File: src/rtl/sdrw_pkg.sv
package sdrw_pkg;
    // ------------------------------------------------------------
    // widths and depths
    // ------------------------------------------------------------
    localparam int RESULT_W = 16;
    localparam int FIFO_AW = 3;
    // ------------------------------------------------------------
    // reset values and pointer increment
    // ------------------------------------------------------------
    localparam logic [RESULT_W-1:0] RESULT_RST = 16'h0000;
    localparam logic [FIFO_AW:0] PTR_RST = 4'h0;
    localparam logic [FIFO_AW:0] PTR_ONE = 4'h1;
    // ------------------------------------------------------------
    // conversion sequencer states
    // ------------------------------------------------------------
    typedef enum logic [0:0] {
        SDRW_IDLE = 1'b0,
        SDRW_CONV = 1'b1
    } sdrw_conv_state_type;
endpackage

File: src/rtl/sdrw_mem_if.sv
`timescale 1ns/10ps
interface sdrw_mem_if #(
    parameter int DW = 16,
    parameter int AW = 3
);
    logic we;
    logic [AW-1:0] waddr;
    logic [DW-1:0] wdata;
    logic re;
    logic [AW-1:0] raddr;
    logic [DW-1:0] rdata;
    modport mem (input we, input waddr, input wdata, input re, input raddr, output rdata);
    modport user (output we, output waddr, output wdata, output re, output raddr, input rdata);
endinterface

File: src/rtl/sdrw_mem.sv
`timescale 1ns/10ps
module sdrw_mem #(
    parameter int DW = 16,
    parameter int AW = 3
) (
    input wire logic clk,
    input wire logic resetn,
    sdrw_mem_if.mem port
);
    logic [DW-1:0] store [0:(1<<AW)-1];
    logic [DW-1:0] rdata_r;

    always_ff @(posedge clk) begin
        if (port.we) begin
            store[port.waddr] <= port.wdata;
        end
    end

    // read data always comes out of a register
    always_ff @(posedge clk or negedge resetn) begin
        if (!resetn) begin
            rdata_r <= '0;
        end else if (port.re) begin
            rdata_r <= store[port.raddr];
        end
    end

    assign port.rdata = rdata_r;
endmodule

File: src/rtl/sdrw_top.sv
// How it works
// event when result above upper limit
// event when result below lower limit
// limit check enable off: no limit events
// enabled conversion: store result, push, irq/dma
// enable off: no results, pushes, irq, dma
// enable off: analog part powered down
// software triggers only after enabling
// software gates clock or selects external modulator; code has no clock gate, external_modulator_select halts the filter path
// limits and results compared as signed
`timescale 1ns/10ps
module sdrw_top #(
    parameter int RESULT_W = sdrw_pkg::RESULT_W,
    parameter int FIFO_AW = sdrw_pkg::FIFO_AW
) (
    input wire logic clk,
    input wire logic resetn,
    input wire logic module_enable,
    input wire logic limit_check_enable,
    input wire logic external_modulator_select,
    input wire logic irq_enable,
    input wire logic dma_enable,
    input wire logic [RESULT_W-1:0] upper_limit,
    input wire logic [RESULT_W-1:0] lower_limit,
    input wire logic conv_trigger,
    input wire logic sample_valid,
    input wire logic [RESULT_W-1:0] sample_data,
    input wire logic fifo_pop,
    input wire logic overflow_clear,
    output logic [RESULT_W-1:0] channel_result_register,
    output logic result_valid,
    output logic busy,
    output logic limit_high_evt,
    output logic limit_low_evt,
    output logic irq,
    output logic dma_req,
    output logic [RESULT_W-1:0] fifo_data,
    output logic fifo_data_valid,
    output logic fifo_empty,
    output logic fifo_full,
    output logic fifo_overflow,
    output logic analog_power_down
);
    // ------------------------------------------------------------
    // state
    // ------------------------------------------------------------
    typedef struct packed {
        sdrw_pkg::sdrw_conv_state_type st;
        logic [RESULT_W-1:0] result;
        logic result_valid;
        logic hi;
        logic lo;
        logic irq;
        logic dma;
        logic rd_valid;
        logic empty;
        logic full;
        logic ovf;
        logic pd;
        logic [FIFO_AW:0] wr_ptr;
        logic [FIFO_AW:0] rd_ptr;
    } sdrw_state_type;

    sdrw_state_type s_r;
    sdrw_state_type s_nxt;
    logic accept;
    logic push;
    logic pop;
    logic digital_run;

    sdrw_mem_if #(.DW(RESULT_W), .AW(FIFO_AW)) mem_bus ();

    sdrw_mem #(.DW(RESULT_W), .AW(FIFO_AW)) u_mem (
        .clk(clk),
        .resetn(resetn),
        .port(mem_bus)
    );

    // ------------------------------------------------------------
    // next state
    // ------------------------------------------------------------
    always_comb begin
        s_nxt = s_r;
        // external modulator mode also halts the internal filter path
        digital_run = module_enable && !external_modulator_select;
        accept = digital_run && (s_r.st == sdrw_pkg::SDRW_CONV) && sample_valid;
        push = accept && !s_r.full;
        pop = fifo_pop && !s_r.empty;
        s_nxt.result_valid = 1'b0;
        s_nxt.hi = 1'b0;
        s_nxt.lo = 1'b0;
        s_nxt.irq = 1'b0;
        s_nxt.dma = 1'b0;
        s_nxt.rd_valid = pop;
        s_nxt.pd = !module_enable;
        case (s_r.st)
            sdrw_pkg::SDRW_IDLE: begin
                // triggers before enabling are dropped
                if (digital_run && conv_trigger) begin
                    s_nxt.st = sdrw_pkg::SDRW_CONV;
                end
            end
            sdrw_pkg::SDRW_CONV: begin
                if (!digital_run || accept) begin
                    s_nxt.st = sdrw_pkg::SDRW_IDLE;
                end
            end
            default: begin
                s_nxt.st = sdrw_pkg::SDRW_IDLE;
            end
        endcase
        if (accept) begin
            s_nxt.result = sample_data;
            s_nxt.result_valid = 1'b1;
            s_nxt.irq = irq_enable;
            s_nxt.dma = dma_enable;
            if (limit_check_enable) begin
                s_nxt.hi = $signed(sample_data) > $signed(upper_limit);
                s_nxt.lo = $signed(sample_data) < $signed(lower_limit);
            end
        end
        if (push) begin
            s_nxt.wr_ptr = s_r.wr_ptr + sdrw_pkg::PTR_ONE;
        end
        if (pop) begin
            s_nxt.rd_ptr = s_r.rd_ptr + sdrw_pkg::PTR_ONE;
        end
        // overflow set wins over clear
        if (accept && s_r.full) begin
            s_nxt.ovf = 1'b1;
        end else if (overflow_clear) begin
            s_nxt.ovf = 1'b0;
        end
        s_nxt.empty = s_nxt.wr_ptr == s_nxt.rd_ptr;
        s_nxt.full = (s_nxt.wr_ptr[FIFO_AW-1:0] == s_nxt.rd_ptr[FIFO_AW-1:0])
            && (s_nxt.wr_ptr[FIFO_AW] != s_nxt.rd_ptr[FIFO_AW]);
    end

    always_ff @(posedge clk or negedge resetn) begin
        if (!resetn) begin
            s_r <= '{st: sdrw_pkg::SDRW_IDLE, result: sdrw_pkg::RESULT_RST,
                result_valid: 1'b0, hi: 1'b0, lo: 1'b0, irq: 1'b0, dma: 1'b0,
                rd_valid: 1'b0, empty: 1'b1, full: 1'b0, ovf: 1'b0, pd: 1'b1,
                wr_ptr: sdrw_pkg::PTR_RST, rd_ptr: sdrw_pkg::PTR_RST};
        end else begin
            s_r <= s_nxt;
        end
    end

    // ------------------------------------------------------------
    // fifo storage and outputs
    // ------------------------------------------------------------
    assign mem_bus.we = push;
    assign mem_bus.waddr = s_r.wr_ptr[FIFO_AW-1:0];
    assign mem_bus.wdata = sample_data;
    assign mem_bus.re = pop;
    assign mem_bus.raddr = s_r.rd_ptr[FIFO_AW-1:0];

    assign channel_result_register = s_r.result;
    assign result_valid = s_r.result_valid;
    assign busy = s_r.st == sdrw_pkg::SDRW_CONV;
    assign limit_high_evt = s_r.hi;
    assign limit_low_evt = s_r.lo;
    assign irq = s_r.irq;
    assign dma_req = s_r.dma;
    assign fifo_data = mem_bus.rdata;
    assign fifo_data_valid = s_r.rd_valid;
    assign fifo_empty = s_r.empty;
    assign fifo_full = s_r.full;
    assign fifo_overflow = s_r.ovf;
    assign analog_power_down = s_r.pd;

    // ------------------------------------------------------------
    // checks
    // ------------------------------------------------------------
    // range watchdog events
    AST_HIGH: assert property (@(posedge clk) disable iff (!resetn)
        result_valid && $past(limit_check_enable)
        && ($signed(channel_result_register) > $signed($past(upper_limit)))
        |-> limit_high_evt) else $error("missing upper limit event");
    AST_HIGH_ONLY: assert property (@(posedge clk) disable iff (!resetn)
        limit_high_evt |-> result_valid && $past(limit_check_enable)
        && ($signed(channel_result_register) > $signed($past(upper_limit))))
        else $error("upper limit event without high result");
    AST_LOW: assert property (@(posedge clk) disable iff (!resetn)
        result_valid && $past(limit_check_enable)
        && ($signed(channel_result_register) < $signed($past(lower_limit)))
        |-> limit_low_evt) else $error("missing lower limit event");
    // low limit must not act as a second upper limit
    AST_LOW_ONLY: assert property (@(posedge clk) disable iff (!resetn)
        limit_low_evt |-> result_valid && $past(limit_check_enable)
        && ($signed(channel_result_register) < $signed($past(lower_limit))))
        else $error("lower limit event without low result");
    AST_LIMIT_OFF: assert property (@(posedge clk) disable iff (!resetn)

        !$past(limit_check_enable) |-> !limit_high_evt && !limit_low_evt)
        else $error("limit event while check disabled");

    // result path
    AST_STORE: assert property (@(posedge clk) disable iff (!resetn)
        module_enable && !external_modulator_select && busy && sample_valid && !fifo_full
        |=> result_valid && channel_result_register == $past(sample_data)
        && $past(mem_bus.we) && !fifo_empty)
        else $error("result not stored");
    AST_FLAGS: assert property (@(posedge clk) disable iff (!resetn)
        accept |=> irq == $past(irq_enable) && dma_req == $past(dma_enable))
        else $error("irq or dma not as configured");

    // disable and halt
    AST_STOP: assert property (@(posedge clk) disable iff (!resetn)
        !module_enable |=> !result_valid && !irq && !dma_req && $stable(s_r.wr_ptr) && !busy)
        else $error("activity after disable");
    AST_NO_START: assert property (@(posedge clk) disable iff (!resetn)
        !module_enable && !busy |=> !busy) else $error("conversion started while disabled");
    AST_EXT_HALT: assert property (@(posedge clk) disable iff (!resetn)
        external_modulator_select |=> !result_valid && !busy && $stable(s_r.wr_ptr))
        else $error("activity with external modulator selected");
    AST_PD_ON: assert property (@(posedge clk) disable iff (!resetn)
        $fell(module_enable) |=> analog_power_down [*1] ##0 !result_valid)
        else $error("analog part not powered down");
    AST_PD_OFF: assert property (@(posedge clk) disable iff (!resetn)
        module_enable [*2] |-> !analog_power_down)
        else $error("analog part powered down while enabled");
    AST_SIGNED: assert property (@(posedge clk) disable iff (!resetn)
        result_valid && channel_result_register[RESULT_W-1] && !$past(upper_limit[RESULT_W-1])
        |-> !limit_high_evt) else $error("unsigned upper compare");
    // overflow flag is sticky and its set beats a clear
    AST_OVF_SET: assert property (@(posedge clk) disable iff (!resetn)
        accept && fifo_full |=> fifo_overflow) else $error("overflow not flagged");
endmodule

File: config.mk
export PLATFORM = sky130hd
export DESIGN_NAME = sdrw_top
export DESIGN_NICKNAME = d
export VERILOG_FILES = /design/src/rtl/sdrw_pkg.sv /design/src/rtl/sdrw_mem_if.sv /design/src/rtl/sdrw_mem.sv /design/src/rtl/sdrw_top.sv
export SDC_FILE = /design/constraint.sdc
export NUM_CORES = 1
export LEC_CHECK = 0
export BUFFER_PORTS_ARGS = -buffer_cell sky130_fd_sc_hd__buf_2
export CORE_MARGIN = 1.5
export CORE_UTILIZATION = 58
export CTS_CLUSTER_SIZE = 10
export DETAILED_ROUTE_END_ITERATION = 16
export HOLD_SLACK_MARGIN = 0.08
export PLACE_DENSITY = 0.9
export SLEW_MARGIN = 0
export SYNTH_ARGS = -nofsm -noshare
export SYNTH_HDL_FRONTEND = slang
export SYNTH_HIERARCHICAL = 1
export SYNTH_SLANG_ARGS = --single-unit
File: constraint.sdc
create_clock -name clk -period 3 [get_ports clk]
set_clock_uncertainty 0.05 [all_clocks]
set_input_delay 0.15 -clock clk [delete_from_list [all_inputs] [get_ports clk]]
set_output_delay 0.15 -clock clk [all_outputs]
set_load 0.01 [all_outputs]
Yosys cells after proc, flatten, opt, wreduce, memory -nomap -nowiden:

Memory sizes are Yosys's and may differ from the RTL's. A register that Yosys moved wholly into a read port is not among the register bits.
Cells that the tools add are included.
Widths: inputs -> output; s select.

* register bits: 35
* memory bits (writable): 128
* logic and storage cells: 50
* memories kept: 1

Memories
* u_mem.store: depth 8, bits a word 16, rd ports 1, clocked after memory_dff 1, write ports 1, RTL line sdrw_mem.sv:10 `logic [DW-1:0] store [0:(1<<AW)-1];`

* add/sub/neg operators: 2
* magnitude comparators: 2
* eq/ne operators: 3
* multiplexer cells: 11
* bitwise logic cells: 1
* reductions and logical operators: 16

Operators by type and width (count)
* $gt 16x16->1: 1
* $lt 16x16->1: 1
* $add 4x1->4 const B: 2
* $logic_and 1x1->1: 8
* $mux 4: 2
* $logic_not 1->1: 6
* $mux 1: 6
* $mux 5: 1
* $eq 4x4->1: 1
* $eq 3x3->1: 1
* $mux 2: 1
* $pmux 1 s2: 1
* $reduce_bool 2->1: 1
* $logic_or 1x1->1: 1
* $ne 1x1->1: 1
* $not 1->1: 1

Logic depth before layout (Yosys ltp):

* depth in word-level cells: 8
* gate-level depth with buffers: 7
* depth with buffers taken out: 7

Hierarchy:

The synthesis kept the hierarchy.

Modules (own cells, without submodules)
* sdrw_mem: instances 1, cells each 325, area each 5652.9 um2, sequential area each 4244.1 um2
* sdrw_top: instances 1, cells each 255, area each 2319.7 um2, sequential area each 878.3 um2

Worst setup path after synthesis:

OpenSTA, ideal clock, no wires.

* kind: reg2reg
* start: reg s_r (netlist bit busy)
* end: mem u_mem.store[4][0] (enable)
* library setup time: 0.409 ns
* arrival: 2.136 ns
* slack: 0.405 ns
* cell stages (with the launch flop): 5
* buffers on the path: 0
* clock period less this slack: 2.595 ns
* cell sequence: dfrtp_1 nand4b_1 nor2_1 nand2_1 nor3_1

* longest elaborated chain between the ends: 5

Ends and longest elaborated chain
* start: declaration: RTL line sdrw_top.sv:64 `sdrw_state_type s_r;`
* start signal: assignment: RTL line sdrw_top.sv:141 `s_r <= '{st: sdrw_pkg::SDRW_IDLE, result: sdrw_pkg::RESULT_RST,`
* start signal: assignment: RTL line sdrw_top.sv:146 `s_r <= s_nxt;`
* $logic_and 1x1->1 (2 in a row): RTL line sdrw_top.sv:86 `accept = digital_run && (s_r.st == sdrw_pkg::SDRW_CONV) && sample_valid;`
* $logic_and 1x1->1: RTL line sdrw_top.sv:87 `push = accept && !s_r.full;`
* named net mem_bus.we: RTL line sdrw_mem_if.sv:6 `logic we;`
* $mux 1: RTL line sdrw_mem.sv:14 `if (port.we) begin`
* $mux 1 (not written as such): RTL line sdrw_mem.sv:15 `store[port.waddr] <= port.wdata;`
* end: declaration: RTL line sdrw_mem.sv:10

The timed path passes the listed nets, and every way through them passes these cells.

==> out/metrics.yaml <==
fp-row-count: 42
ir_worst_vdd_uv: 547
finish.utilization_pct: 70.8
cp.depth: 4
reg2reg_to: "u_mem/port.rdata[14]"
worstReg2RegStart: "mem_bus.raddr[0]"
drive_gt1_share_pct: 23.0
clk_path_buf_depth: 2
gp_congestion: 0.821
setup.worst_path.start_class: "flop"
wl_per_cell_um: 21.3
drt_wl_total_mm: 19.0
netlist-cell-type-count: 46
grt_pass1_vias: 5405
fmax_mhz: 418
port_buffers: 101
synth_ff_type: "edfxtp_1"
r2r_cells: 4
ys_seq_elements: 179
routed-wl-met2_mm: 9.52
ant_nets: 0
end_kind: "flop"
whs_endpoint: "limit_high_evt"
wl_met3_mm: 1.63
fp.dieArea_um2: 14500
hp-class: "in2reg"
critical_path.max_stage_delay_ns: 0.77
yosys_warnings: 6
drt-met1-wl_mm: 7.43
p_leak_nw: 4.15
ys_async_sr_fraction_pct: 28.5
timing.setup.tns_ns: 0
synth_area_per_cell_um2: 13.7
cts_buffers: 17
netlist_instances: 580
synth_edf_count: 128
synth_fp_nets: 672
tightest_slew_ns: 0.885
holdPathStages: 4
final-max-slew-violation-count: 0
drc_errors: 0
status: "completed"
cp_slowest_cell: "dfrtp_4"
relSlewSlack_pct: 41.0
coreArea_um2: 13300
grt_pass1_wl_mm: 29.5
io_pins: 102
grt_max_degree: 46
cpLargestDelayFamily: "flip-flops"
nets: 797
die_h_um: 120
grtUsageTotal_pct: 28.1
cp_num_buf_inv: 1
gr-total-overflow: 0
hold_viol_final: 0
start_util_pct: 59.7
crit_type: "reg2reg"
htree_num_levels: 4
root_buffer: "clkbuf_16"
critPathRequiredTime_ns: 3.27
first_iter_violations: 560
r2r_slack_ns: 0.61
top_layer: "met4"
dr_total_vias: 5262
first_pass_iters: 8
layout_min_cycle_time_ns: 2.39
antenna_found_initial: 0
grt_setup_unrepaired: "false"
arrival_ns: 2.66
cts.sinks: 179
dp_hpwl_mm: 11.8
n_antenna_cell: 0
synthToLayoutAreaGrowth_pct: 18.6
syn_area_um2: 7970
maxCapViolCount: 0
crit_start: "mem_bus.raddr[0]"
hp-start: "upper_limit[0]"
cp_cell_sequence: "buf_4 > mux2i_1 > a22oi_1 > a41o_1"
ys_seq_area_share_pct: 64.2
critPathMaxFanout: 45
avgViaCountPerCell: 5.89
p_per_area_nw_per_um2: 779
finalSetupViolations: 0
cts_tree: "done"
post-route-period-util_pct: 79.8
clk_pin_slew_worst_paths_ns: 0.07
worstSkewPairLatency_ns: 0.43
die_w_um: 120
-- through the flow --
stage / cells / instance area (um^2) / worst slack (ns) / hold WS, ns / power (mW)
global placement: 838 / 8590 / 0.864 / 0.237 / 4.97
global route: 894 / 9460 / 0.543 / 0.121 / 7.65
detailed placement: 838 / 8590 / 0.744 / 0.248 / 5.06
floorplan: 580 / 7970 / 0.405 / -0.196 / 4.57
CTS: 894 / 9460 / 0.678 / 0.0837 / 7.37
finish: 894 / 9460 / 0.606 / 0.0976 / 7.36
-- worst max path at each step --
stage / to / slack, ns
6_report: u_mem/port.rdata[14] / 0.61
5_1_grt: u_mem/port.rdata[14] / 0.54
3_3_place_gp: u_mem/port.rdata[15] / 0.86
3_5_place_dp: u_mem/port.rdata[14] / 0.74
4_1_cts: u_mem/port.rdata[14] / 0.68
2_1_floorplan: u_mem/store[4][0] / 0.40
-- tightest hold or removal path, cell delays in order --
cell     delay, ns
buf_2         0.08
ha_1          0.13
a31oi_1       0.07
o211a_1       0.10
-- layout make-up --
class	instances	area, um^2
inverters	39	146
well taps	176	220
fillers	872	3890
clock buffers	22	517
flip-flops and latches	179	5130
multi-input cells	320	2420
clock inverters	10	108
repair buffers	148	918
-- logic make-up (layout without fill, tap and decap cells) --
logic type                 count (synthesis)  after routing  synth area share [%]
xor gates and xnor gates                  12             12                  1.49
AOI/OAI and AO/OA                         77             77                  7.75
DFF                                      179            179                  64.2
and+or+nand+nor                          147            147                  9.23
adders and majority gates                 33             33                  5.18
muxes                                     51             51                  6.58
buffers and inverters                     81            219                  5.52
-- power by group --
| part | internal, mW | total (mW) | switching (mW) | leakage [nW] |
|---|---|---|---|---|
| Combinational | 0.869 | 1.90 | 1.03 | 2.05 |
| Sequential | 2.87 | 3.21 | 0.338 | 1.79 |
| Clock | 1.33 | 2.26 | 0.931 | 0.306 |
| Total | 5.07 | 7.36 | 2.30 | 4.15 |
-- timing repair --
item                      in CTS  in global routing
setup buffers                  0                  0
hold endpoints to repair     172                  0
hold buffers                  24                  0
resized for setup              0                  0
-- synth_stat cells, types with 2 or more instances --
| cell type | n | area (um^2) |
|---|---|---|
| inv_1 | 39 | 146 |
| buf_6 | 6 | 67.6 |
| a41o_1 | 16 | 160 |
| nor2b_1 | 33 | 206 |
| nor4_1 | 2 | 12.5 |
| a21oi_1 | 7 | 35.0 |
| clkbuf_1 | 9 | 33.8 |
| xnor2_1 | 5 | 43.8 |
| nor2_1 | 11 | 41.3 |
| edfxtp_1 | 128 | 3840 |
| ha_1 | 33 | 413 |
| nand3_1 | 20 | 100 |
| o21ai_0 | 5 | 25.0 |
| buf_4 | 23 | 173 |
| dfrtp_1 | 49 | 1230 |
| a22oi_1 | 16 | 120 |
| dfstp_2 | 2 | 52.6 |
| mux2i_1 | 49 | 490 |
| a2111oi_0 | 2 | 17.5 |
| nor3_1 | 5 | 25.0 |
| nand2b_1 | 4 | 25.0 |
| and2_1 | 2 | 12.5 |
| buf_2 | 4 | 20.0 |
| nand4_1 | 5 | 31.3 |
| xor2_1 | 6 | 52.6 |
| nand2_1 | 58 | 218 |
| a211o_1 | 16 | 140 |
| a21o_1 | 6 | 45.0 |
| a211oi_1 | 2 | 15.0 |
-- sequential cells by signal (all words and copies together) (netlist names) --
name                     flops
u_mem/store                128
channel_result_register     16
u_mem/port.rdata            16
mem_bus.raddr                3
mem_bus.waddr                3
s_r                          2
analog_power_down            1
busy                         1
dma_req                      1
fifo_data_valid              1
fifo_empty                   1
fifo_full                    1
fifo_overflow                1
irq                          1
limit_high_evt               1
limit_low_evt                1
result_valid                 1
-- layout by cell type (no fill, tap or decap), types with 19 or more instances in the layout --
cell type,synthesis,final
buf_2,4,101
buf_4,23,23
clkbuf_16,0,19
dfrtp_1,49,48
dlygate4sd3_1,0,24
edfxtp_1,128,128
ha_1,33,33
inv_1,39,39
mux2i_1,49,49
nand2_1,58,58
nand3_1,20,20
nor2b_1,33,33
-- layer usage --
metal | global-route usage [%] | up-vias
li1 | - | 2361
met1 | 35.5 | 2553
met2 | 47.2 | 304
met3 | 7.08 | 44
met4 | 10.8 | 0
met5 | 0 | -
No activity file was read; power rests on OpenSTA's default activity.
